[config.mk]
export PLATFORM = sky130hd
export DESIGN_NAME = adc_calibration_control
export DESIGN_NICKNAME = d
export VERILOG_FILES = /design/src/calib_pkg.sv /design/src/adc_calibration_control.sv
export SDC_FILE = /design/constraint.sdc
export NUM_CORES = 1
export LEC_CHECK = 0
export BUFFER_PORTS_ARGS = -buffer_cell sky130_fd_sc_hd__buf_2
export CORE_UTILIZATION = 40
export CTS_CLUSTER_DIAMETER = 30
export DETAILED_ROUTE_END_ITERATION = 10
export PLACE_DENSITY_LB_ADDON = 0.2
export SLEW_MARGIN = 20
export SYNTH_ARGS = -nofsm -noshare
export SYNTH_HDL_FRONTEND = slang
export SYNTH_SLANG_ARGS = --single-unit
[constraint.sdc]
create_clock -name i_clk -period 4.6 [get_ports i_clk]
set_input_delay 0.92 -clock i_clk [delete_from_list [all_inputs] [get_ports i_clk]]
set_output_delay 0.92 -clock i_clk [all_outputs]
set_load 0.01 [all_outputs]
[src/calib_pkg.sv]
// Package with register map, field positions and types for the calibration controller
package calib_pkg;

	localparam int          ADDR_W          = 8;
	localparam logic [7:0]  OFS_TUNE_STATUS = 8'h5E;
	localparam logic [7:0]  OFS_RUN_CTRL    = 8'h61;
	localparam logic [7:0]  OFS_MODE_CFG    = 8'h62;
	localparam logic [7:0]  OFS_OFFSET_CFG  = 8'h65;
	localparam logic [7:0]  OFS_PLL_HOLD    = 8'h5C;
	localparam logic [7:0]  OFS_TUNE_CTRL   = 8'h5D;
	localparam logic [7:0]  OFS_TRIM        = 8'h5F;
	localparam logic [7:0]  OFS_IRQ_STATUS  = 8'h70;
	localparam logic [7:0]  OFS_IRQ_MASK    = 8'h71;
	localparam logic [7:0]  OFS_LINK_CTRL   = 8'h72;

	localparam logic [7:0]  RST_RUN_CTRL    = 8'h01;
	localparam logic [7:0]  RST_MODE_CFG    = 8'h01;
	localparam logic [7:0]  RST_OFFSET_CFG  = 8'h01;
	localparam logic [7:0]  RST_PLL_HOLD    = 8'h00;
	localparam logic [7:0]  RST_TUNE_CTRL   = 8'h00;
	localparam logic [7:0]  RST_TRIM        = 8'h00;
	localparam logic [3:0]  RST_IRQ_MASK    = 4'h0;

	localparam int          BIT_FG          = 0;
	localparam int          BIT_BG          = 1;
	localparam int          BIT_FG_OS       = 2;
	localparam int          BIT_BG_OS       = 3;
	localparam int          BIT_OFFSET_REFERENCE_SELECT       = 2;

	localparam int          IRQ_TUNE_DONE   = 0;
	localparam int          IRQ_FG_DONE     = 1;
	localparam int          IRQ_FG_OS_DONE  = 2;
	localparam int          IRQ_ABORT       = 3;

	localparam int          RESET_STEP_CYC  = 4;
	localparam int          FG_CAL_CYC      = 64;
	localparam int          OS_CAL_CYC      = 32;
	localparam int          TUNE_CYC        = 128;
	localparam int          CNT_W           = 8;

	typedef struct packed {
		logic bg_offset_cal_enable;
		logic fg_offset_cal_enable;
		logic background_cal_enable;
		logic foreground_cal_run;
	} mode_cfg_t;

	typedef struct packed {
		logic       cal_values_reset;
		logic       fg_cal_active;
		logic       fg_offset_active;
		logic       bg_cal_active;
		logic       bg_offset_active;
		logic       offset_to_spare;
		logic       fg_done;
	} cal_ctrl_t;

endpackage : calib_pkg

[src/adc_calibration_control.sv]
// Calibration sequencer with Avalon-MM register slave for the multi-channel converter
// How it works
// - Tuning-complete flag reads 1 after tuning ends, or when tuning is disabled and PLL hold bit is 0.
// - Run bit at 1 executes calibration; it resets to 1.
// - Run bit at 0 holds calibration logic in reset.
// - Clearing run bit also resets digital-core and serial-link clock dividers.
// - Bit 3 enables background offset calibration, only with background enabled.
// - Bit 2 enables foreground offset calibration, only with foreground set.
// - Bit 1 enables continuous background calibration; default off.
// - Calibration first resets values, then runs foreground if bit 0 set.
// - Offset reference 0 calibrates toward mid-code, zero offset.
// - Offset reference 1 matches primary offsets to the spare converter.
// - With tuning enabled, tuning starts when PLL hold bit written 0.
//
// Chosen here: the Avalon-MM register port.
`timescale 1ns/10ps
`default_nettype none

module adc_calibration_control (
	input  wire logic                       i_clk,
	input  wire logic                       i_rstn,
	input  wire logic [calib_pkg::ADDR_W-1:0] i_avs_address,
	input  wire logic                       i_avs_read,
	input  wire logic                       i_avs_write,
	input  wire logic [31:0]                i_avs_writedata,
	input  wire logic [3:0]                 i_avs_byteenable,
	output logic      [31:0]                o_avs_readdata,
	output logic                            o_avs_waitrequest,
	output logic      [1:0]                 o_avs_response,
	output logic                            o_irq,
	output logic                            o_core_div_rstn,
	output logic                            o_link_div_rstn,
	output logic                            o_serial_link_enable,
	output logic                            o_pll_cal_hold,
	output logic      [6:0]                 o_oscillator_trim_code,
	output calib_pkg::cal_ctrl_t            o_cal_ctrl
);

	////////////////////////////////////////////////////////////////////////////
	// Register bus decode

	logic       run_reg;
	logic [3:0] mode_reg;
	logic [7:0] offset_cfg_reg;
	logic       pll_hold_reg;
	logic [7:0] tune_ctrl_reg;
	logic [6:0] trim_reg;
	logic [3:0] irq_status_reg;
	logic [3:0] irq_mask_reg;
	logic       link_en_reg;
	logic       rd_pending_reg;
	logic [31:0] rdata_reg;
	logic       rsp_err_reg;
	logic       tune_done_reg;

	wire        wr_lane0   = i_avs_write & i_avs_byteenable[0];
	wire        sel_run    = (i_avs_address == calib_pkg::OFS_RUN_CTRL);
	wire        sel_mode   = (i_avs_address == calib_pkg::OFS_MODE_CFG);
	wire        sel_ofs    = (i_avs_address == calib_pkg::OFS_OFFSET_CFG);
	wire        sel_hold   = (i_avs_address == calib_pkg::OFS_PLL_HOLD);
	wire        sel_tctl   = (i_avs_address == calib_pkg::OFS_TUNE_CTRL);
	wire        sel_trim   = (i_avs_address == calib_pkg::OFS_TRIM);
	wire        sel_tstat  = (i_avs_address == calib_pkg::OFS_TUNE_STATUS);
	wire        sel_istat  = (i_avs_address == calib_pkg::OFS_IRQ_STATUS);
	wire        sel_imask  = (i_avs_address == calib_pkg::OFS_IRQ_MASK);
	wire        sel_link   = (i_avs_address == calib_pkg::OFS_LINK_CTRL);
	wire        sel_any    = sel_run | sel_mode | sel_ofs | sel_hold | sel_tctl | sel_trim
	                       | sel_tstat | sel_istat | sel_imask | sel_link;
	wire [7:0]  wbyte      = i_avs_writedata[7:0];
	wire        tune_en    = tune_ctrl_reg[0];
	wire        tuning     = tune_en & ~pll_hold_reg & ~tune_done_reg;

	// Writes complete in one cycle; reads take one wait state for registered data
	assign o_avs_waitrequest = i_avs_read & ~rd_pending_reg;
	assign o_avs_readdata    = rdata_reg;
	assign o_avs_response    = rsp_err_reg ? 2'h2 : 2'h0;

	logic [7:0] rd_mux;
	always_comb begin
		rd_mux = 8'h00;
		if (sel_tstat) rd_mux = {7'h00, tune_done_reg};
		if (sel_run)   rd_mux = {7'h00, run_reg};
		if (sel_mode)  rd_mux = {4'h0, mode_reg};
		if (sel_ofs)   rd_mux = offset_cfg_reg;
		if (sel_hold)  rd_mux = {7'h00, pll_hold_reg};
		if (sel_tctl)  rd_mux = tune_ctrl_reg;
		if (sel_trim)  rd_mux = {1'b0, trim_reg};
		if (sel_istat) rd_mux = {4'h0, irq_status_reg};
		if (sel_imask) rd_mux = {4'h0, irq_mask_reg};
		if (sel_link)  rd_mux = {7'h00, link_en_reg};
	end

	wire rd_take = i_avs_read & ~rd_pending_reg;

	always_ff @(posedge i_clk or negedge i_rstn) begin
		if (!i_rstn) begin
			rd_pending_reg <= 1'b0;
		end else begin
			rd_pending_reg <= rd_take;
		end
	end

	// Data is captured once so it stands through the accepting cycle
	always_ff @(posedge i_clk or negedge i_rstn) begin
		if (!i_rstn) begin
			rdata_reg <= 32'h0000_0000;
		end else if (rd_take) begin
			rdata_reg <= {24'h00_0000, rd_mux};
		end
	end

	always_ff @(posedge i_clk or negedge i_rstn) begin
		if (!i_rstn) begin
			rsp_err_reg <= 1'b0;
		end else if (rd_take | i_avs_write) begin
			rsp_err_reg <= ~sel_any;
		end
	end

	////////////////////////////////////////////////////////////////////////////
	// Control registers

	// Trim writes during tuning are dropped to protect the engine
	wire trim_wr_ok = wr_lane0 & sel_trim & ~tuning;

	always_ff @(posedge i_clk or negedge i_rstn) begin
		if (!i_rstn) begin
			run_reg <= calib_pkg::RST_RUN_CTRL[0];
		end else if (wr_lane0 & sel_run) begin
			run_reg <= wbyte[0];
		end
	end

	always_ff @(posedge i_clk or negedge i_rstn) begin
		if (!i_rstn) begin
			mode_reg <= calib_pkg::RST_MODE_CFG[3:0];
		end else if (wr_lane0 & sel_mode) begin
			mode_reg <= wbyte[3:0];
		end
	end

	always_ff @(posedge i_clk or negedge i_rstn) begin
		if (!i_rstn) begin
			offset_cfg_reg <= calib_pkg::RST_OFFSET_CFG;
		end else if (wr_lane0 & sel_ofs) begin
			offset_cfg_reg <= wbyte;
		end
	end

	always_ff @(posedge i_clk or negedge i_rstn) begin
		if (!i_rstn) begin
			pll_hold_reg <= calib_pkg::RST_PLL_HOLD[0];
		end else if (wr_lane0 & sel_hold) begin
			pll_hold_reg <= wbyte[0];
		end
	end

	always_ff @(posedge i_clk or negedge i_rstn) begin
		if (!i_rstn) begin
			tune_ctrl_reg <= calib_pkg::RST_TUNE_CTRL;
		end else if (wr_lane0 & sel_tctl) begin
			tune_ctrl_reg <= wbyte;
		end
	end

	always_ff @(posedge i_clk or negedge i_rstn) begin
		if (!i_rstn) begin
			irq_mask_reg <= calib_pkg::RST_IRQ_MASK;
		end else if (wr_lane0 & sel_imask) begin
			irq_mask_reg <= wbyte[3:0];
		end
	end

	// Link cannot be enabled while calibration is held
	always_ff @(posedge i_clk or negedge i_rstn) begin
		if (!i_rstn) begin
			link_en_reg <= 1'b0;
		end else if (wr_lane0 & sel_link) begin
			link_en_reg <= wbyte[0] & run_reg;
		end else if (!run_reg) begin
			link_en_reg <= 1'b0;
		end
	end

	assign o_serial_link_enable = link_en_reg;
	assign o_pll_cal_hold       = pll_hold_reg;
	assign o_core_div_rstn      = run_reg;
	assign o_link_div_rstn      = run_reg;

	////////////////////////////////////////////////////////////////////////////
	// Oscillator tuning engine

	logic [calib_pkg::CNT_W-1:0] tune_cnt_reg;
	wire tune_finish = tuning & (tune_cnt_reg == calib_pkg::CNT_W'(calib_pkg::TUNE_CYC - 1));

	always_ff @(posedge i_clk or negedge i_rstn) begin
		if (!i_rstn) begin
			tune_cnt_reg  <= '0;
			tune_done_reg <= 1'b0;
		end else begin
			if (pll_hold_reg) begin
				tune_cnt_reg  <= '0;
				tune_done_reg <= 1'b0;
			end else if (!tune_en) begin
				tune_done_reg <= 1'b1;
			end else if (tuning) begin
				tune_cnt_reg <= tune_cnt_reg + 1'b1;
				if (tune_finish) tune_done_reg <= 1'b1;
			end
		end
	end

	// Software write and engine stepping never overlap: writes are refused while tuning
	always_ff @(posedge i_clk or negedge i_rstn) begin
		if (!i_rstn) begin
			trim_reg <= calib_pkg::RST_TRIM[6:0];
		end else if (trim_wr_ok) begin
			trim_reg <= wbyte[6:0];
		end else if (tuning) begin
			trim_reg <= tune_cnt_reg[7:1];
		end
	end

	assign o_oscillator_trim_code = trim_reg;

	////////////////////////////////////////////////////////////////////////////
	// Calibration sequencer

	typedef enum logic [2:0] {ST_IDLE, ST_RESET, ST_FG, ST_FG_OS, ST_BG} cal_state_t;
	cal_state_t                  state_reg;
	cal_state_t                  state_next;
	logic [calib_pkg::CNT_W-1:0] cnt_reg;
	logic                        fg_done_reg;

	wire fg_en  = mode_reg[calib_pkg::BIT_FG];
	wire bg_en  = mode_reg[calib_pkg::BIT_BG];
	wire fos_en = mode_reg[calib_pkg::BIT_FG_OS] & fg_en;
	wire bos_en = mode_reg[calib_pkg::BIT_BG_OS] & bg_en;
	wire rst_end = (cnt_reg == calib_pkg::CNT_W'(calib_pkg::RESET_STEP_CYC - 1));
	wire fg_end  = (cnt_reg == calib_pkg::CNT_W'(calib_pkg::FG_CAL_CYC - 1));
	wire os_end  = (cnt_reg == calib_pkg::CNT_W'(calib_pkg::OS_CAL_CYC - 1));
	wire after_fg = bg_en ? 1'b1 : 1'b0;

	always_comb begin
		state_next = state_reg;
		case (state_reg)
			ST_IDLE:  state_next = ST_RESET;
			ST_RESET: if (rst_end) state_next = fg_en ? ST_FG : (after_fg ? ST_BG : ST_IDLE);
			ST_FG:    if (fg_end) state_next = fos_en ? ST_FG_OS : (after_fg ? ST_BG : ST_IDLE);
			ST_FG_OS: if (os_end) state_next = after_fg ? ST_BG : ST_IDLE;
			ST_BG:    if (!bg_en) state_next = ST_IDLE;
			default:  state_next = ST_IDLE;
		endcase
		// Finished sequence parks in idle until the next run cycle
		if (state_reg == ST_IDLE && fg_done_reg) state_next = ST_IDLE;
	end

	wire fg_finish = (state_next == ST_BG) | ((state_reg != ST_IDLE) & (state_next == ST_IDLE));

	// Run bit low acts as a synchronous reset of the whole sequencer
	always_ff @(posedge i_clk or negedge i_rstn) begin
		if (!i_rstn) begin
			state_reg <= ST_IDLE;
		end else if (!run_reg) begin
			state_reg <= ST_IDLE;
		end else begin
			state_reg <= state_next;
		end
	end

	// Step counter restarts on every state change
	always_ff @(posedge i_clk or negedge i_rstn) begin
		if (!i_rstn) begin
			cnt_reg <= '0;
		end else if (!run_reg || state_next != state_reg) begin
			cnt_reg <= '0;
		end else begin
			cnt_reg <= cnt_reg + 1'b1;
		end
	end

	always_ff @(posedge i_clk or negedge i_rstn) begin
		if (!i_rstn) begin
			fg_done_reg <= 1'b0;
		end else if (!run_reg) begin
			fg_done_reg <= 1'b0;
		end else if (fg_finish) begin
			fg_done_reg <= 1'b1;
		end
	end

	always_comb begin
		o_cal_ctrl                  = '0;
		o_cal_ctrl.cal_values_reset = (state_reg == ST_RESET) | ~run_reg;
		o_cal_ctrl.fg_cal_active    = (state_reg == ST_FG);
		o_cal_ctrl.fg_offset_active = (state_reg == ST_FG_OS);
		o_cal_ctrl.bg_cal_active    = (state_reg == ST_BG);
		o_cal_ctrl.bg_offset_active = (state_reg == ST_BG) & bos_en;
		o_cal_ctrl.offset_to_spare  = offset_cfg_reg[calib_pkg::BIT_OFFSET_REFERENCE_SELECT];
		o_cal_ctrl.fg_done          = fg_done_reg;
	end
	// offset_to_spare low selects the mid-code target

	////////////////////////////////////////////////////////////////////////////
	// Interrupts

	logic tune_done_d_reg;
	logic fg_done_d_reg;
	logic fos_d_reg;
	logic run_d_reg;

	wire [3:0] ev = {run_d_reg & ~run_reg & ~fg_done_reg & (state_reg != ST_IDLE),
	                 fos_d_reg & (state_reg != ST_FG_OS) & run_reg,
	                 fg_done_reg & ~fg_done_d_reg,
	                 tune_done_reg & ~tune_done_d_reg};
	wire [3:0] clr = (wr_lane0 & sel_istat) ? wbyte[3:0] : 4'h0;

	always_ff @(posedge i_clk or negedge i_rstn) begin
		if (!i_rstn) begin
			irq_status_reg <= 4'h0;
		end else begin
			// Set wins over a simultaneous clear
			irq_status_reg <= (irq_status_reg & ~clr) | ev;
		end
	end

	always_ff @(posedge i_clk or negedge i_rstn) begin
		if (!i_rstn) begin
			tune_done_d_reg <= 1'b0;
			fg_done_d_reg   <= 1'b0;
			fos_d_reg       <= 1'b0;
			run_d_reg       <= 1'b0;
		end else begin
			tune_done_d_reg <= tune_done_reg;
			fg_done_d_reg   <= fg_done_reg;
			fos_d_reg       <= (state_reg == ST_FG_OS);
			run_d_reg       <= run_reg;
		end
	end

	assign o_irq = |(irq_status_reg & irq_mask_reg);

endmodule : adc_calibration_control

`default_nettype wire

# Word level (Yosys, flattened, before mapping)

Cells that the tools add are included.
W data, S select, Z words.

Output and inout port bits: 54
Flip-flop bits (word level): 73
Bits of input ports: 48

Add/subtract/negate cells: 2
Equal/unequal tests: 25
Reduce and logical (&&, ||, !) cells: 12
Multiplexer cells: 37
Bitwise logic cells: 52

Operators with widths:

| cell                  | count |
|---|---|
| $eq A8 B7 Y1 const B  | 11 |
| $mux W8               | 11 |
| $and A1 B1 Y1         | 27 |
| $mux W3               | 9 |
| $add A8 B1 Y8 const B | 2 |
| $pmux W3 S5           | 1 |
| $mux W7               | 2 |
| $or A1 B1 Y1          | 12 |
| $mux W1               | 11 |
| $ne A3 B2 Y1 const B  | 3 |
| $not A1 Y1            | 9 |
| $and A4 B4 Y4         | 2 |
| $eq A8 B2 Y1 const B  | 1 |
| $eq A8 B5 Y1 const B  | 1 |
| $eq A8 B6 Y1 const B  | 1 |
| $mux W4               | 2 |
| $eq A3 B2 Y1 const B  | 2 |
| $eq A3 B3 Y1 const B  | 2 |
| $logic_not A3 Y1      | 2 |
| $reduce_bool A2 Y1    | 3 |
| $ne A2 B1 Y1 const B  | 2 |
| $not A4 Y4            | 1 |
| $or A4 B4 Y4          | 1 |
| $reduce_and A2 Y1     | 2 |
| 8 further kinds       | 8 |

# Logic depth before layout (Yosys ltp)

Depth in word-level cells: 11
Mapped depth: 7

# Worst setup path after synthesis

OpenSTA, ideal clock, no wires.

Path kind: input to output
Start: in i_avs_read
End: out o_avs_waitrequest
Data arrival time: 1.371 ns
Path slack: 2.309 ns
Cell stages on the path: 3
Required time: 3.680 ns
Cells stage by stage: nand2b_1 clkbuf_1 inv_1

Word-level cells in the longest chain between the ends: 1

RTL lines:

| item               | RTL line                      | source |
|---|---|---|
| start: declaration | adc_calibration_control.sv:23 | `input wire logic i_avs_read,` |
| $and A1 B1 Y1      | adc_calibration_control.sv:74 | `assign o_avs_waitrequest = i_avs_read & ~rd_pending_reg;` |
| end: declaration   | adc_calibration_control.sv:28 | `output logic o_avs_waitrequest,` |

Every way passes these cells.

==> impl_metrics.toml <==
[outcome]
status = "completed"

[clock_network]
cts_setup_buffers = 0
cts_resized = 0
numCtsBuffers = 9
cts_sinks = 73
cts_tree = "done"
clk-insertion-delay-late_ns = 0.35
htreeDepth = 3
clk_pin_slew_ns = 0.08
clockBufferDepth = 2
cts-root-buf = "clkbuf_8"
holdBufCountCts = 0

[global_route]
grt_pass1_wl_um = 13900
grt_overflow = 0
grt_max_degree = 50
track_usage = 0.179
antenna_found_initial = 0
grt_pass1_vias = 2678

[setup_path]
path_max_fanout = 13
critical_path.cell_chain = "nor3b_1 -> buf_2"
timing.reg2reg.setup_slack_ns = 2.44
worst_ep_arrival_time_ns = 1.66
slowest_delay_ns = 0.56
critPathLaunchType = "register"
worstPathRequired_ns = 3.68
rr_startpoint = "cnt_reg[0]"
r2r-end = "cnt_reg[1]"
slowest_stage = "dfrtp_1"
crit_buf_inv = 1
rr_worst_depth = 6
cp_num_cells = 2
startpoint = "state_reg[1]"
crit_family = "flip-flops"
worstSetupPathType = "reg2out"
worstSetupEndpoint = "o_cal_ctrl[5]"
critPathCaptureType = "output pin"

[placement]
hpwl_um = 6130
placed_area_um2 = 4130
portBuffers = 49
place_congestion = 0.833

[sta]
worst_pin_slew_ns = 0.738
fin_crit_sh = 0.560
whs_ns = 0.487
max_freq_mhz = 388
drv_slew = 0
fin_crit_ns = 2.58
clock_skew_ns = 0.0153
setup_violations = 0
slew-limit-headroom = 0.507
rsz0062_at_grt = "no"
hold_viol_final = 0
final.setup.tns_ns = 0

[final_layout]
fill_cells = 911
stdcell_area_um2 = 4360
antenna_cells = 0
finalNetCount = 474
drive_above_1_share = 0.247
multi_input_area_um2 = 1840
seqCellArea_um2 = 1830
area_growth_pct = 12.1
final_util = 0.468

[route]
vias_per_cell = 5.17
drtPass1Iterations = 4
routed-wl-met3_um = 484
wl_um = 8420
top_layer_used = "met4"
post-route-drc-count = 0
drt-initial-drc-count = 152
wl_per_cell_um = 15.1
wl_met2_um = 3770
ant_nets = 0
via_count = 2884
met1_length_um = 4000

[synthesis]
ys_warn_count = 0
yosysSeqAreaShare = 0.470
synth.area.top_cells = "dfrtp_1 45%, mux2_2 7.2%, buf_4 5.6%"
synth_common_cells = "70 x dfrtp_1, 33 x nand2_1, 32 x nor2_1"
syn_inst = 381
syn_area_per_cell_um2 = 10.2
synth_top_area_frac = 0.450
netlist_area_um2 = 3890
yosys.area.top_type = "dfrtp_1"
synth_ff_type = "dfrtp_1"
yosysMostFrequentCell = "dfrtp_1"
synth-seq-cells = 73
synth-edff-count = 0
netlist-cell-type-count = 58
ys_async_sr_fraction = 1.00

[power_and_ir_drop]
combinationalPowerShare = 0.068
max-vdd-ir-drop_mv = 0.161
clkPwrFrac = 0.442
p_leak_uw = 0.00205
p_switching_uw = 317
power_density_nw_per_um2 = 313
power_uw = 1360
switching_share = 0.232
p_int_uw = 1050
seqPwrFrac = 0.490

[die]
core.rowCount = 35
pin_count = 102
dieHeight_um = 101
die_x_um = 101
core_um2 = 9330
initial_core_util = 0.417
dieArea_um2 = 10100

[job]
maxCapViolCount = 0

[worst_hold_path]
min-delay-start = "rsp_err_reg"
min_path_type = "reg2reg"
[metal layers]
layer / track usage / vias to the layer above
li1: - / 1396
met3: 0.0326 / 12
met2: 0.257 / 86
met5: 0 / -
met4: 0.0792 / 0
met1: 0.262 / 1390
[worst min-delay path by stage]
| stage | to | slack (ns) | cells after the start |
|---|---|---|---|
| floorplan | tune_done_d_reg | 0.40 | 0 |
| global placement | rsp_err_reg | 0.46 | 1 |
| detailed placement | rsp_err_reg | 0.47 | 1 |
| CTS | rsp_err_reg | 0.49 | 1 |
| global route | rsp_err_reg | 0.52 | 1 |
| finish | rsp_err_reg | 0.49 | 1 |
[cell families after synthesis]
group                    Yosys count  share of synthesized area
adder cells (fa/ha/maj)            2                    0.00643
AO/OA/AOI/OAI                     68                      0.121
AND/OR/NAND/NOR                  138                      0.198
flip-flops                        73                      0.470
buffers and inverters             52                     0.0791
other                              1                   0.000963
multiplexers                      34                     0.0955
XOR/XNOR                          13                     0.0293
[layout make-up]
| cell class | instances | share of cell area |
|---|---|---|
| clock buffer | 11 | 0.0301 |
| clock inverter | 5 | 0.0244 |
| inverter | 10 | 0.00860 |
| multi-input combinational | 280 | 0.423 |
| sequential | 73 | 0.419 |
| tap | 129 | 0.0370 |
| timing repair buffer | 50 | 0.0579 |
[metrics by stage]
stage               std cells  worst slack [ns]
global placement          542              1.92
CTS                       558              2.02
global route              558              1.85
detailed placement        542              1.87
floorplan                 405              2.31
finish                    558              2.02
[layout by cell type, fill, tap and decap left out, types with 3 or more instances in the layout]
cell / count
dfrtp_1: 70
mux2_2: 25
o21ai_0: 14
a21oi_1: 16
a221oi_1: 4
nand4_1: 3
buf_2: 49
xor2_1: 9
mux2i_1: 9
inv_1: 10
bufinv_16: 3
a32o_1: 4
o31ai_1: 3
conb_1: 25
and2_1: 6
dfstp_2: 3
nor3b_1: 3
xnor2_1: 4
a22o_1: 4
nand2b_1: 6
clkbuf_8: 9
nand2_1: 33
a22oi_1: 4
and3_1: 10
nand3_1: 8
nor3_1: 11
a2bb2oi_1: 3
nor2b_1: 6
nor2_1: 32
nor4_1: 3
[power by group through the flow]
stage	sequential, uW	clock, uW	combinational, uW
after detailed placement	681	0	93.9
after global placement	681	0	92.8
final	669	603	93.0
after floorplan	678	0	66.6
after global routing	671	644	106
after CTS	669	618	94.2
No activity file was read; power rests on OpenSTA's default activity.
